$ cat src/pkg/emt_map.svh
// Purpose: addresses, field positions, reset values and cycle counts
// Assumes: included by bare name
// Notes:   definitions only
`ifndef EMT_MAP_SVH
`define EMT_MAP_SVH

// timing register location on the special-function bus
`define EMT_TIMING_ADDR     8'hAA
`define EMT_TIMING_PAGE     8'h0F
`define EMT_TIMING_RESET    8'hFF

// timing register fields
`define EMT_SETUP_MSB       7
`define EMT_SETUP_LSB       6
`define EMT_STROBE_MSB      5
`define EMT_STROBE_LSB      2
`define EMT_HOLD_MSB        1
`define EMT_HOLD_LSB        0

// interface configuration fields
`define EMT_CFG_NONMUX_BIT  4
`define EMT_CFG_MODE_MSB    3
`define EMT_CFG_MODE_LSB    2
`define EMT_CFG_MODE_BANK   2'h2
`define EMT_CFG_ALE_MSB     1
`define EMT_CFG_ALE_LSB     0

// fixed overhead: one start cycle plus three closing cycles
`define EMT_OVERHEAD_CYC    4'h4
`define EMT_CLOSE_CNT       4'h2

`endif

$ cat src/pkg/emt_pkg.sv
// Purpose: types shared by the external memory strobe timing block
// Assumes: nothing
// Notes:   emt_tim_s follows the timing register bit layout
package emt_pkg;

  typedef enum logic [3:0] {
    ST_IDLE,
    ST_START,
    ST_ALEH,
    ST_ALEL,
    ST_SETUP,
    ST_STROBE,
    ST_HOLD,
    ST_CLOSE
  } emt_state_e;

  typedef struct packed {
    logic [1:0] setup;
    logic [3:0] strobe;
    logic [1:0] hold;
  } emt_tim_s;

  typedef struct packed {
    logic        write;
    logic        wide;
    logic [15:0] addr;
    logic [7:0]  wdata;
  } emt_cmd_s;

  typedef struct packed {
    logic       nonmux;
    logic       bank;
    logic [1:0] ale;
  } emt_mode_s;

endpackage

$ cat src/design/emt_sync.sv
// Purpose: two-flop synchroniser for pin inputs
// Assumes: single clock
// Notes:   first stage feeds only the second
`timescale 1ns/1ps
`default_nettype none

module emt_sync #(
  parameter int W = 8
) (
  // clock and reset
  input  wire logic         clk,
  input  wire logic         rst_b,
  // data
  input  wire logic [W-1:0] din,
  output logic      [W-1:0] dout
);

  logic [W-1:0] stage1_reg;

  always_ff @(posedge clk) begin
    if (!rst_b) begin
      stage1_reg <= '0;
      dout       <= '0;
    end else begin
      stage1_reg <= din;
      dout       <= stage1_reg;
    end
  end

endmodule

`default_nettype wire

$ cat src/design/emt_timing_reg.sv
// Purpose: timing register on the special-function bus
// Assumes: bus signals on the system clock
// Notes:   one-cycle read latency
`include "emt_map.svh"
`timescale 1ns/1ps
`default_nettype none

module emt_timing_reg (
  // clock and reset
  input  wire logic       clk,
  input  wire logic       rst_b,
  // special-function bus
  input  wire logic [7:0] sfrAddr,
  input  wire logic [7:0] sfrPage,
  input  wire logic       sfrWe,
  input  wire logic       sfrRe,
  input  wire logic [7:0] sfrWdata,
  output logic      [7:0] sfrRdata,
  // register value
  output logic      [7:0] timReg
);

  logic hit;

  assign hit = (sfrAddr == `EMT_TIMING_ADDR) && (sfrPage == `EMT_TIMING_PAGE);

  // register write and reset
  always_ff @(posedge clk) begin
    if (!rst_b) begin
      timReg <= `EMT_TIMING_RESET;
    end else if (sfrWe && hit) begin
      timReg <= sfrWdata;
    end
  end

  // register readback
  always_ff @(posedge clk) begin
    if (!rst_b) begin
      sfrRdata <= 8'h00;
    end else if (sfrRe) begin
      sfrRdata <= hit ? timReg : 8'h00;
    end
  end

endmodule

`default_nettype wire

$ cat src/design/emt_strobe_ctrl.sv
// What this block does
// setup field bits 7:6 inserts zero to three cycles before strobe.
// strobe field bits 5:2 gives strobe width of value plus one.
// hold field bits 1:0 keeps address zero to three cycles after strobe.
// timing register at 0xAA page 0x0F, read/write, resets to all ones.
// codes 101,110,111 non-multiplexed; wide moves use separate pins, no ALE.
// codes 101 and 111 run narrow moves without bank select.
// code 110 runs narrow moves with bank select.
// codes 001,010,011 multiplexed; address low shares data pins via ALE.
// codes 001 and 011 run narrow moves without bank select.
// code 010 runs narrow moves with bank select.
// move lasts setup plus strobe plus hold plus four cycles; multiplexed moves also add both ALE widths.
// multiplexed ALE high and low widths each equal low bits plus one.
// bank select drives upper byte from bank, lower from pointer.
// no bank select leaves upper address lines undriven on narrow moves.
// order is address setup, strobe, address hold, then release.
// memory gives read data before strobe ends, takes write on strobe.
//
// Purpose: timing generator for off-chip external moves
// Assumes: one move at a time, request only while idle
// Notes:   pin outputs registered; data pins synchronised on input
`include "emt_map.svh"
`timescale 1ns/1ps
`default_nettype none

module emt_strobe_ctrl (
  // clock and reset
  input  wire logic       clk,
  input  wire logic       rst_b,
  // special-function bus
  input  wire logic [7:0] sfrAddr,
  input  wire logic [7:0] sfrPage,
  input  wire logic       sfrWe,
  input  wire logic       sfrRe,
  input  wire logic [7:0] sfrWdata,
  output logic      [7:0] sfrRdata,
  // interface configuration and bank
  input  wire logic [4:0] extCfg,
  input  wire logic [7:0] upperAddrBank,
  // external move request
  input  wire logic       movReq,
  input  wire logic       movWrite,
  input  wire logic       movWide,
  input  wire logic [15:0] movAddr,
  input  wire logic [7:0] movWdata,
  output logic            movBusy,
  output logic            movDone,
  output logic      [7:0] movRdata,
  // memory pins
  output logic      [7:0] addrHiOut,
  output logic            addrHiOe,
  output logic      [7:0] addrLoOut,
  output logic            addrLoOe,
  output logic      [7:0] adOut,
  output logic            adOe,
  input  wire logic [7:0] adIn,
  output logic            ale,
  output logic            rdB,
  output logic            wrB
);

  // ****************************************************************
  // register and synchroniser
  // ****************************************************************
  logic [7:0] timReg;
  logic [7:0] adSync;

  emt_timing_reg u_reg (
    .clk      (clk),
    .rst_b    (rst_b),
    .sfrAddr  (sfrAddr),
    .sfrPage  (sfrPage),
    .sfrWe    (sfrWe),
    .sfrRe    (sfrRe),
    .sfrWdata (sfrWdata),
    .sfrRdata (sfrRdata),
    .timReg   (timReg)
  );

  emt_sync #(.W(8)) u_sync (
    .clk   (clk),
    .rst_b (rst_b),
    .din   (adIn),
    .dout  (adSync)
  );

  // ****************************************************************
  // request capture
  // ****************************************************************
  emt_pkg::emt_state_e state_reg;
  emt_pkg::emt_state_e state_next;
  emt_pkg::emt_tim_s   tim_reg;
  emt_pkg::emt_cmd_s   cmd_reg;
  emt_pkg::emt_mode_s  mode_reg;
  logic [3:0]          cnt_reg;
  logic [3:0]          cnt_next;
  logic                accept;

  assign accept = movReq && (state_reg == emt_pkg::ST_IDLE);

  // mode decode from configuration
  // mode decode from configuration
  always_ff @(posedge clk) begin
    if (!rst_b) begin
      tim_reg  <= '0;
      cmd_reg  <= '0;
      mode_reg <= '0;
    end else if (accept) begin
      tim_reg         <= emt_pkg::emt_tim_s'(timReg);
      cmd_reg.write   <= movWrite;
      cmd_reg.wide    <= movWide;
      cmd_reg.addr    <= movAddr;
      cmd_reg.wdata   <= movWdata;
      mode_reg.nonmux <= extCfg[`EMT_CFG_NONMUX_BIT];
      // no bank for 101 and 111
      // bank timing for 110
      // no bank for 001 and 011
      // bank timing for 010
      mode_reg.bank   <= extCfg[`EMT_CFG_MODE_MSB:`EMT_CFG_MODE_LSB]
                         == `EMT_CFG_MODE_BANK;
      mode_reg.ale    <= extCfg[`EMT_CFG_ALE_MSB:`EMT_CFG_ALE_LSB];
    end
  end

  // ****************************************************************
  // sequencer
  // ****************************************************************
  // setup, strobe, hold order
  always_comb begin
    state_next = state_reg;
    cnt_next   = cnt_reg;
    unique case (state_reg)
      emt_pkg::ST_IDLE: begin
        if (accept) begin
          state_next = emt_pkg::ST_START;
        end
      end
      emt_pkg::ST_START: begin
        if (!mode_reg.nonmux) begin
          // ALE high width
          state_next = emt_pkg::ST_ALEH;
          cnt_next   = {2'b00, mode_reg.ale};
        end else if (tim_reg.setup != 2'b00) begin
          state_next = emt_pkg::ST_SETUP;
          cnt_next   = {2'b00, tim_reg.setup - 2'b01};
        end else begin
          state_next = emt_pkg::ST_STROBE;
          cnt_next   = tim_reg.strobe;
        end
      end
      emt_pkg::ST_ALEH: begin
        if (cnt_reg == 4'h0) begin
          // ALE low width
          state_next = emt_pkg::ST_ALEL;
          cnt_next   = {2'b00, mode_reg.ale};
        end else begin
          cnt_next = cnt_reg - 4'h1;
        end
      end
      emt_pkg::ST_ALEL: begin
        if (cnt_reg != 4'h0) begin
          cnt_next = cnt_reg - 4'h1;
        end else if (tim_reg.setup != 2'b00) begin
          state_next = emt_pkg::ST_SETUP;
          cnt_next   = {2'b00, tim_reg.setup - 2'b01};
        end else begin
          state_next = emt_pkg::ST_STROBE;
          cnt_next   = tim_reg.strobe;
        end
      end
      emt_pkg::ST_SETUP: begin
        // setup interval
        if (cnt_reg == 4'h0) begin
          state_next = emt_pkg::ST_STROBE;
          cnt_next   = tim_reg.strobe;
        end else begin
          cnt_next = cnt_reg - 4'h1;
        end
      end
      emt_pkg::ST_STROBE: begin
        // strobe width
        if (cnt_reg != 4'h0) begin
          cnt_next = cnt_reg - 4'h1;
        end else if (tim_reg.hold != 2'b00) begin
          state_next = emt_pkg::ST_HOLD;
          cnt_next   = {2'b00, tim_reg.hold - 2'b01};
        end else begin
          state_next = emt_pkg::ST_CLOSE;
          cnt_next   = `EMT_CLOSE_CNT;
        end
      end
      emt_pkg::ST_HOLD: begin
        // hold interval
        if (cnt_reg == 4'h0) begin
          state_next = emt_pkg::ST_CLOSE;
          cnt_next   = `EMT_CLOSE_CNT;
        end else begin
          cnt_next = cnt_reg - 4'h1;
        end
      end
      emt_pkg::ST_CLOSE: begin
        // fixed closing overhead
        if (cnt_reg == 4'h0) begin
          state_next = emt_pkg::ST_IDLE;
        end else begin
          cnt_next = cnt_reg - 4'h1;
        end
      end
      default: begin
        state_next = emt_pkg::ST_IDLE;
      end
    endcase
  end

  always_ff @(posedge clk) begin
    if (!rst_b) begin
      state_reg <= emt_pkg::ST_IDLE;
      cnt_reg   <= 4'h0;
    end else begin
      state_reg <= state_next;
      cnt_reg   <= cnt_next;
    end
  end

  // ****************************************************************
  // pin drive
  // ****************************************************************
  logic addrPhase;
  logic dataPhase;
  logic hiDrive;

  assign addrPhase = state_next inside {emt_pkg::ST_ALEH, emt_pkg::ST_ALEL,
                     emt_pkg::ST_SETUP, emt_pkg::ST_STROBE, emt_pkg::ST_HOLD};
  assign dataPhase = state_next inside {emt_pkg::ST_SETUP,
                     emt_pkg::ST_STROBE, emt_pkg::ST_HOLD};
  assign hiDrive   = cmd_reg.wide || mode_reg.bank;

  always_ff @(posedge clk) begin
    if (!rst_b) begin
      addrHiOut <= 8'h00;
      addrHiOe  <= 1'b0;
    end else begin
      // bank byte on upper lines
      // upper lines left to port latches
      addrHiOe  <= addrPhase && hiDrive;
      addrHiOut <= cmd_reg.wide ? cmd_reg.addr[15:8] : upperAddrBank;
    end
  end

  always_ff @(posedge clk) begin
    if (!rst_b) begin
      addrLoOut <= 8'h00;
      addrLoOe  <= 1'b0;
      adOut     <= 8'h00;
      adOe      <= 1'b0;
      ale       <= 1'b0;
    end else begin
      // separate low address pins
      addrLoOe  <= addrPhase && mode_reg.nonmux;
      addrLoOut <= cmd_reg.addr[7:0];
      // address then data on shared pins
      if (!mode_reg.nonmux && addrPhase && !dataPhase) begin
        adOut <= cmd_reg.addr[7:0];
        adOe  <= 1'b1;
      end else begin
        adOut <= cmd_reg.wdata;
        adOe  <= dataPhase && cmd_reg.write;
      end
      ale <= (state_next == emt_pkg::ST_ALEH);
    end
  end

  always_ff @(posedge clk) begin
    if (!rst_b) begin
      rdB <= 1'b1;
      wrB <= 1'b1;
    end else begin
      // strobe active only in strobe state
      rdB <= !((state_next == emt_pkg::ST_STROBE) && !cmd_reg.write);
      wrB <= !((state_next == emt_pkg::ST_STROBE) && cmd_reg.write);
    end
  end

  // ****************************************************************
  // read capture and status
  // ****************************************************************
  logic [1:0] capPipe_reg;

  // data sampled at last strobe cycle, two stages late
  always_ff @(posedge clk) begin
    if (!rst_b) begin
      capPipe_reg <= 2'b00;
      movRdata    <= 8'h00;
    end else begin
      capPipe_reg <= {capPipe_reg[0], !rdB && (state_next !=
                      emt_pkg::ST_STROBE)};
      if (capPipe_reg[1]) begin
        movRdata <= adSync;
      end
    end
  end

  always_ff @(posedge clk) begin
    if (!rst_b) begin
      movBusy <= 1'b0;
      movDone <= 1'b0;
    end else begin
      movBusy <= state_next != emt_pkg::ST_IDLE;
      movDone <= (state_reg == emt_pkg::ST_CLOSE) && (cnt_reg == 4'h0);
    end
  end

  // ****************************************************************
  // checks
  // ****************************************************************
  logic [5:0] moveCnt;
  logic [4:0] strbCnt;
  logic [2:0] aleCnt;
  logic [5:0] expTotal;

  always_ff @(posedge clk) begin
    if (!rst_b || accept) begin
      moveCnt <= 6'h00;
    end else if (state_reg != emt_pkg::ST_IDLE) begin
      moveCnt <= moveCnt + 6'h01;
    end
    strbCnt <= (!rdB || !wrB) ? strbCnt + 5'h01 : 5'h00;
    aleCnt  <= ale ? aleCnt + 3'h1 : 3'h0;
  end

  assign expTotal = 6'(tim_reg.setup) + 6'(tim_reg.strobe) + 6'h01
                  + 6'(tim_reg.hold) + 6'(`EMT_OVERHEAD_CYC)
                  + (mode_reg.nonmux ? 6'h00 : 6'({mode_reg.ale, 1'b0})
                  + 6'h02);
endmodule

`default_nettype wire

$ cat config.mk
export PLATFORM = sky130hd
export DESIGN_NAME = emt_strobe_ctrl
export DESIGN_NICKNAME = d
export VERILOG_FILES = /design/src/pkg/emt_pkg.sv /design/src/design/emt_sync.sv /design/src/design/emt_timing_reg.sv /design/src/design/emt_strobe_ctrl.sv
export VERILOG_INCLUDE_DIRS = /design/src /design/src/pkg
export SDC_FILE = /design/constraint.sdc
export NUM_CORES = 1
export LEC_CHECK = 0
export ABC_CLOCK_PERIOD_IN_PS = 5600
export BUFFER_PORTS_ARGS = -buffer_cell sky130_fd_sc_hd__buf_2
export CAP_MARGIN = 30
export CORE_MARGIN = 4
export CORE_UTILIZATION = 56
export DETAILED_ROUTE_END_ITERATION = 7
export HOLD_SLACK_MARGIN = 0.12
export PLACE_DENSITY = 0.84
export SYNTH_ARGS = -nofsm -noshare
export SYNTH_HDL_FRONTEND = slang
export SYNTH_SLANG_ARGS = --single-unit
$ cat constraint.sdc
create_clock -name clk -period 5.6 [get_ports clk]
set_clock_uncertainty 0.15 [all_clocks]
set_input_delay 1.4 -clock clk [delete_from_list [all_inputs] [get_ports clk]]
set_output_delay 1.4 -clock clk [all_outputs]
set_load 0.005 [all_outputs]
; ---- Yosys cells after proc, flatten, opt, wreduce, memory -nomap -nowiden
; Index checks and enable logic that the tools add are counted.
[totals]
regBits = 120
latch_bits = 0
mem_bits_rw = 0
romBits = 0
inputBits = 76
out_inout_bits = 48
n_memories = 0
[op_classes]
n_addsub = 3
multipliers = 0
div = 0
n_lt_le_gt_ge = 0
eq_ne = 17
shifts = 0
muxes = 25
bitwise = 0
reduce_logical = 29
[op_table]
columns = cell, n
row1 = $mux W4, 15
row2 = $pmux W4 S8, 1
row3 = $eq A4 B3 Y1 const B, 7
row4 = $pmux W4 S7, 1
row5 = $mux W8, 3
row6 = $eq A4 B2 Y1 const B, 4
row7 = $logic_and A1 B1 Y1, 12
row8 = $eq A8 B4 Y1 const B, 1
row9 = $eq A8 B8 Y1 const B, 1
row10 = $logic_not A4 Y1, 2
row11 = $reduce_bool A4 Y1, 2
row12 = $reduce_bool A7 Y1, 1
row13 = $logic_not A1 Y1, 6
row14 = $reduce_bool A5 Y1, 1
row15 = $eq A4 B1 Y1 const B, 1
row16 = $ne A4 B3 Y1 const B, 1
row17 = $reduce_bool A2 Y1, 2
row18 = $sub A2 B1 Y2 const B, 2
row19 = $sub A4 B1 Y4 const B, 1
row20 = $mux W1, 3
row21 = $mux W3, 1
row22 = $reduce_bool A3 Y1, 1
row23 = $eq A2 B2 Y1 const B, 1
row24 = $mux W2, 1
row25 = other kinds (3), 3

; ---- Depth between registers and ports, before layout
[depth]
depth_word = 9
depth_mapped = 8
depth_no_buf = 7

; ---- By module
; Synthesis repeated with hierarchy kept, for this count alone.
[hier_totals]
hier_cells = 521
area_unflattened_um2 = 4690.7
[modules_own_cells]
columns = module, instances, cells_per_inst, area_each_um2, seq_area_each_um2
row1 = emt_strobe_ctrl, 1, 413, 3538.4, 1761.7
row2 = emt_timing_reg, 1, 75, 705.7, 320.3
row3 = emt_sync, 1, 33, 446.7, 320.3

; ---- Least setup slack after synthesis
; Ideal clock, no wire load.
[synth_timing]
path_type = input port to flip-flop
startpoint = input port sfrPage[5]
endpoint = register u_reg.timReg[0]
setup_ns = 0.136
arrival_ns = 2.735
path_slack_ns = 2.580
path_stages = 5
n_path_buf = 0
cell_sequence = or4b_4 > nor4_4 > nand2_1 > nand2_1 > nand3_1
[synth_via]
elab_chain_len = 3
[synth_lines]
columns = element, line_no
row1 = from (decl), emt_strobe_ctrl.sv:32  ; input wire logic [7:0] sfrPage,
row2 = $eq A8 B4 Y1 (no line), n/a
row3 = $logic_and A1 B1 Y1, emt_timing_reg.sv:25  ; assign hit = (sfrAddr == `EMT_TIMING_ADDR) && (sfrPage == `EMT_TIMING_PAGE);
row4 = $logic_and A1 B1 Y1, emt_timing_reg.sv:31  ; end else if (sfrWe && hit) begin
row5 = to (signal assigned), emt_timing_reg.sv:30  ; timReg <= `EMT_TIMING_RESET;
row6 = to (signal assigned), emt_timing_reg.sv:32  ; timReg <= sfrWdata;
row7 = to (decl), emt_timing_reg.sv:20  ; output logic [7:0] timReg
; No other way between the ends.
; A chain may end at the register's enable or synchronous reset.

; ---- Final worst setup path
[layout_timing]
startpoint = input port sfrPage[5]
endpoint = register u_reg.timReg[3]
; The elaborated chain is that of the path after synthesis.

==> run_summary.xml <==
<?xml version="1.0" encoding="UTF-8"?>
<metrics>
  <group name="clock_network">
    <metric name="ctsRootBufferMaster" unit="">sky130_fd_sc_hd__clkbuf_8</metric>
    <metric name="cts-hold-fix-buffers" unit="">0</metric>
    <metric name="post_cts_setup_buffers" unit="">0</metric>
    <metric name="cts-buffers-inserted" unit="">17</metric>
    <metric name="clock_tree_buf_depth" unit="">2</metric>
    <metric name="post_cts_resized" unit="">0</metric>
    <metric name="cts.sinks" unit="">120</metric>
    <metric name="worstSkewPairLatency" unit="ps">500</metric>
    <metric name="clock_tree_from_tritoncts" unit="">done</metric>
    <metric name="cts_htree_levels" unit="">4</metric>
    <metric name="worst_setup_hold_path_clk_slew" unit="ps">60</metric>
  </group>
  <group name="pwr">
    <metric name="p_sw" unit="µW">508.8</metric>
    <metric name="power.static_leakage" unit="nW">2.497</metric>
    <metric name="vdd_ir_drop_max" unit="mV">0.2740</metric>
    <metric name="power.share.sequential" unit="%">44.1</metric>
    <metric name="power.density_cell_area" unit="nW/µm²">355.8</metric>
    <metric name="power.total" unit="mW">2.058</metric>
    <metric name="intPower" unit="mW">1.549</metric>
    <metric name="switching_share" unit="%">24.72</metric>
    <metric name="clock_power_share" unit="%">48.6</metric>
    <metric name="power.combinational.fraction" unit="%">7.3</metric>
  </group>
  <group name="logic_synthesis">
    <metric name="syn_avg_cell_area" unit="µm²">9.020</metric>
    <metric name="synth.yosys.warnings" unit="">0</metric>
    <metric name="mappedNetlistNets" unit="">592</metric>
    <metric name="syn-instance-count" unit="">512</metric>
    <metric name="synthesis_stage_register_bit_count" unit="">120</metric>
    <metric name="synth_cell_type_count" unit="">51</metric>
    <metric name="synthFlopType" unit="">sky130_fd_sc_hd__dfxtp_1</metric>
    <metric name="number_of_flops_mapped_to_enable_cells_by_yosys" unit="">0</metric>
    <metric name="ys_seq_area_share" unit="%">52.02</metric>
    <metric name="mappedNetlistArea" unit="µm²">4618</metric>
    <metric name="share_of_async_settable_or_async_resettable_flops_after_synthesis" unit="%">0</metric>
  </group>
  <group name="layout">
    <metric name="layout_commonest_cell" unit="">sky130_fd_sc_hd__buf_2</metric>
    <metric name="nets" unit="">702</metric>
    <metric name="flip_flop_count_of_the_largest_register_all_copies_and_words_added" unit="">26</metric>
    <metric name="ff_latch_area" unit="µm²">2402</metric>
    <metric name="multi_input_comb_area" unit="µm²">2026</metric>
    <metric name="diodes" unit="">0</metric>
    <metric name="area_growth_syn_to_layout" unit="%">25.28</metric>
    <metric name="post_route_cells_drive_above_1_share" unit="%">26.77</metric>
    <metric name="num-fill-cells" unit="">554</metric>
    <metric name="final_cell_mix" unit="">123 x sky130_fd_sc_hd__buf_2, 120 x sky130_fd_sc_hd__dfxtp_1, 89 x sky130_fd_sc_hd__nand2_1</metric>
  </group>
  <group name="die">
    <metric name="die_width" unit="µm">98.81</metric>
    <metric name="num_io_pins" unit="">124</metric>
    <metric name="initial_core_util" unit="%">58.55</metric>
    <metric name="rows" unit="">32</metric>
    <metric name="die_y" unit="µm">98.81</metric>
    <metric name="floorplan.die_area" unit="µm²">9763</metric>
    <metric name="core_area" unit="µm²">7888</metric>
  </group>
  <group name="timing">
    <metric name="grt_setup_unrepaired" unit="">false</metric>
    <metric name="totalNegativeSetupSlack" unit="ps">0</metric>
    <metric name="setup-violations-final" unit="">0</metric>
    <metric name="timing.final.crit_period" unit="ps">3118</metric>
    <metric name="max_clock_freq" unit="MHz">320.7</metric>
    <metric name="worst_slew_pin_slew" unit="ps">784.0</metric>
    <metric name="relSlewSlack" unit="%">47.34</metric>
    <metric name="final_min_period_over_clock_period" unit="%">55.69</metric>
    <metric name="max_slew_violation_total_from_the_final_report" unit="">0</metric>
    <metric name="holdWs" unit="ps">260.8</metric>
    <metric name="hold_violations" unit="">0</metric>
  </group>
  <group name="drt">
    <metric name="detail_route.first_pass.iterations" unit="">5</metric>
    <metric name="detail_route.drc_violations" unit="">0</metric>
    <metric name="antenna_left" unit="">0</metric>
    <metric name="wire_per_inst" unit="µm">15.00</metric>
    <metric name="via_per_inst" unit="">5.387</metric>
    <metric name="num_vias" unit="">3970</metric>
    <metric name="drt-total-wl" unit="µm">11060</metric>
    <metric name="detail_route.iter0.violations" unit="">305</metric>
  </group>
  <group name="global_route">
    <metric name="grt_start_max_net_pins" unit="">70</metric>
    <metric name="grt_overflow" unit="">0</metric>
    <metric name="grt_pass1_vias" unit="">3862</metric>
    <metric name="grt_use_total" unit="%">23.42</metric>
    <metric name="initial_antenna_violation_count" unit="">1</metric>
    <metric name="grt_first_pass_wirelength" unit="µm">18440</metric>
  </group>
  <group name="setup_path">
    <metric name="worst-endpoint-required" unit="ps">5800</metric>
    <metric name="ff2ff_path_depth" unit="">7</metric>
    <metric name="startpoint" unit="">sfrPage[5]</metric>
    <metric name="crit-reg2reg-launch" unit="">cnt_reg[0]$_SDFFE_PN0P_</metric>
    <metric name="critPathArrivalTime" unit="ps">3320</metric>
    <metric name="worst-setup-path-type" unit="">primary input to flop</metric>
    <metric name="crit-reg2reg-capture" unit="">adOut[2]$_SDFF_PN0_</metric>
    <metric name="cp-endpoint" unit="">u_reg.timReg[3]$_SDFFE_PN1P_</metric>
    <metric name="timing.critical_path.fanout_max" unit="">17</metric>
    <metric name="timing.reg2reg.setup_slack" unit="ps">3060</metric>
    <metric name="start_kind" unit="">primary input</metric>
    <metric name="timing.critical_path.to_type" unit="">flop</metric>
  </group>
  <group name="place">
    <metric name="hpwl" unit="µm">7672</metric>
    <metric name="buffers_added_on_ports" unit="">123</metric>
    <metric name="routabilityCongestion" unit="">0.9328</metric>
  </group>
  <group name="worst_hold_path">
    <metric name="instance_count_along_the_most_critical_hold_path" unit="">1</metric>
    <metric name="timing.hold.worst.class" unit="">flop to flop</metric>
  </group>
  <group name="run">
    <metric name="drv.max_cap_violation_count" unit="">0</metric>
  </group>
  <group name="run_status">
    <metric name="status" unit="">finished, final reports clean</metric>
  </group>
</metrics>
==> worst max-delay path, stage by stage <==
cell,delay (ps)
sky130_fd_sc_hd__buf_2,100
sky130_fd_sc_hd__or4b_4,530
sky130_fd_sc_hd__nor4_4,720
sky130_fd_sc_hd__nand2_1,330
sky130_fd_sc_hd__nand2_1,150
sky130_fd_sc_hd__nand3_1,80
==> metal layers <==
layer | vias up | routed length [µm] | global-route usage, %
li1 | 1959 | - | -
met5 | - | 14 | 0
met1 | 1830 | 4506 | 27.35
met2 | 158 | 5557 | 40.34
met4 | 2 | 190 | 10.40
met3 | 21 | 786 | 6.016
==> per-stage QoR <==
stage	util, %	instance area, µm²	setup slack [ps]	instances
CTS	73.35	5786	2506	737
detailed placement	66.28	5228	1957	705
global route	73.35	5786	2341	737
finish	73.35	5786	2482	737
floorplan	-	4618	2580	512
global placement	66.28	5228	2047	705
==> power by group through the flow <==
stage	combinational [mW]	sequential [mW]	clock (mW)
2_1_floorplan	0.0997	0.916	0
3_3_place_gp	0.143	0.924	0
3_5_place_dp	0.147	0.926	0
4_1_cts	0.150	0.908	1.01
5_1_grt	0.168	0.912	1.06
6_report	0.150	0.908	1.00
==> how the worst min path moves through the flow <==
stage                     end                startpoint  slack, ps
2_1_floorplan  wrB$_SDFF_PN1_  cmd_reg[25]$_SDFFE_PN0P_        220
3_3_place_gp   wrB$_SDFF_PN1_  cmd_reg[25]$_SDFFE_PN0P_        240
3_5_place_dp   wrB$_SDFF_PN1_  cmd_reg[25]$_SDFFE_PN0P_        250
4_1_cts        wrB$_SDFF_PN1_  cmd_reg[25]$_SDFFE_PN0P_        260
5_1_grt        wrB$_SDFF_PN1_  cmd_reg[25]$_SDFFE_PN0P_        290
6_report       wrB$_SDFF_PN1_  cmd_reg[25]$_SDFFE_PN0P_        260
==> layout make-up <==
type	count	share of cell area, %
Sequential cell	120	41.52
Multi-Input combinational cell	348	35.01
Timing Repair Buffer	126	11.03
Clock buffer	18	7.223
Clock inverter	14	2.422
Tap cell	102	2.206
Inverter	9	0.5839
==> cell usage after synthesis, drive strengths merged (3+ instances only) <==
| master | instances | area (µm²) |
|---|---|---|
| a211oi | 4 | 35.03 |
| inv | 9 | 33.78 |
| mux2i | 29 | 290.3 |
| nand2 | 89 | 334.1 |
| a32oi | 4 | 35.03 |
| buf | 13 | 73.82 |
| o211ai | 4 | 30.03 |
| nor3 | 4 | 20.02 |
| a31oi | 3 | 18.77 |
| nor3b | 4 | 35.03 |
| ha | 4 | 50.05 |
| dfxtp | 120 | 2402 |
| a21oi | 53 | 265.3 |
| nor2 | 42 | 157.7 |
| o21ai | 11 | 58.81 |
| nand3 | 29 | 145.1 |
| and3 | 3 | 18.77 |
| clkbuf | 22 | 82.58 |
| nand2b | 8 | 50.05 |
| and2 | 25 | 156.4 |
==> cell families (layout without fill, tap and decap cells) <==
kind of cell / Yosys count / count (layout) / share of synthesized area [%]
DFF: 120 / 120 / 52.02
buffers and inverters: 44 / 167 / 4.118
xor gates and xnor gates: 1 / 1 / 0.1897
AOI/OAI and AO/OA: 93 / 93 / 12.92
adders and majority gates: 4 / 4 / 1.084
and+or+nand+nor: 220 / 220 / 23.30
muxes: 29 / 29 / 6.286
other: 1 / 1 / 0.08120
Note: power is estimated with default switching activity, not from simulation.
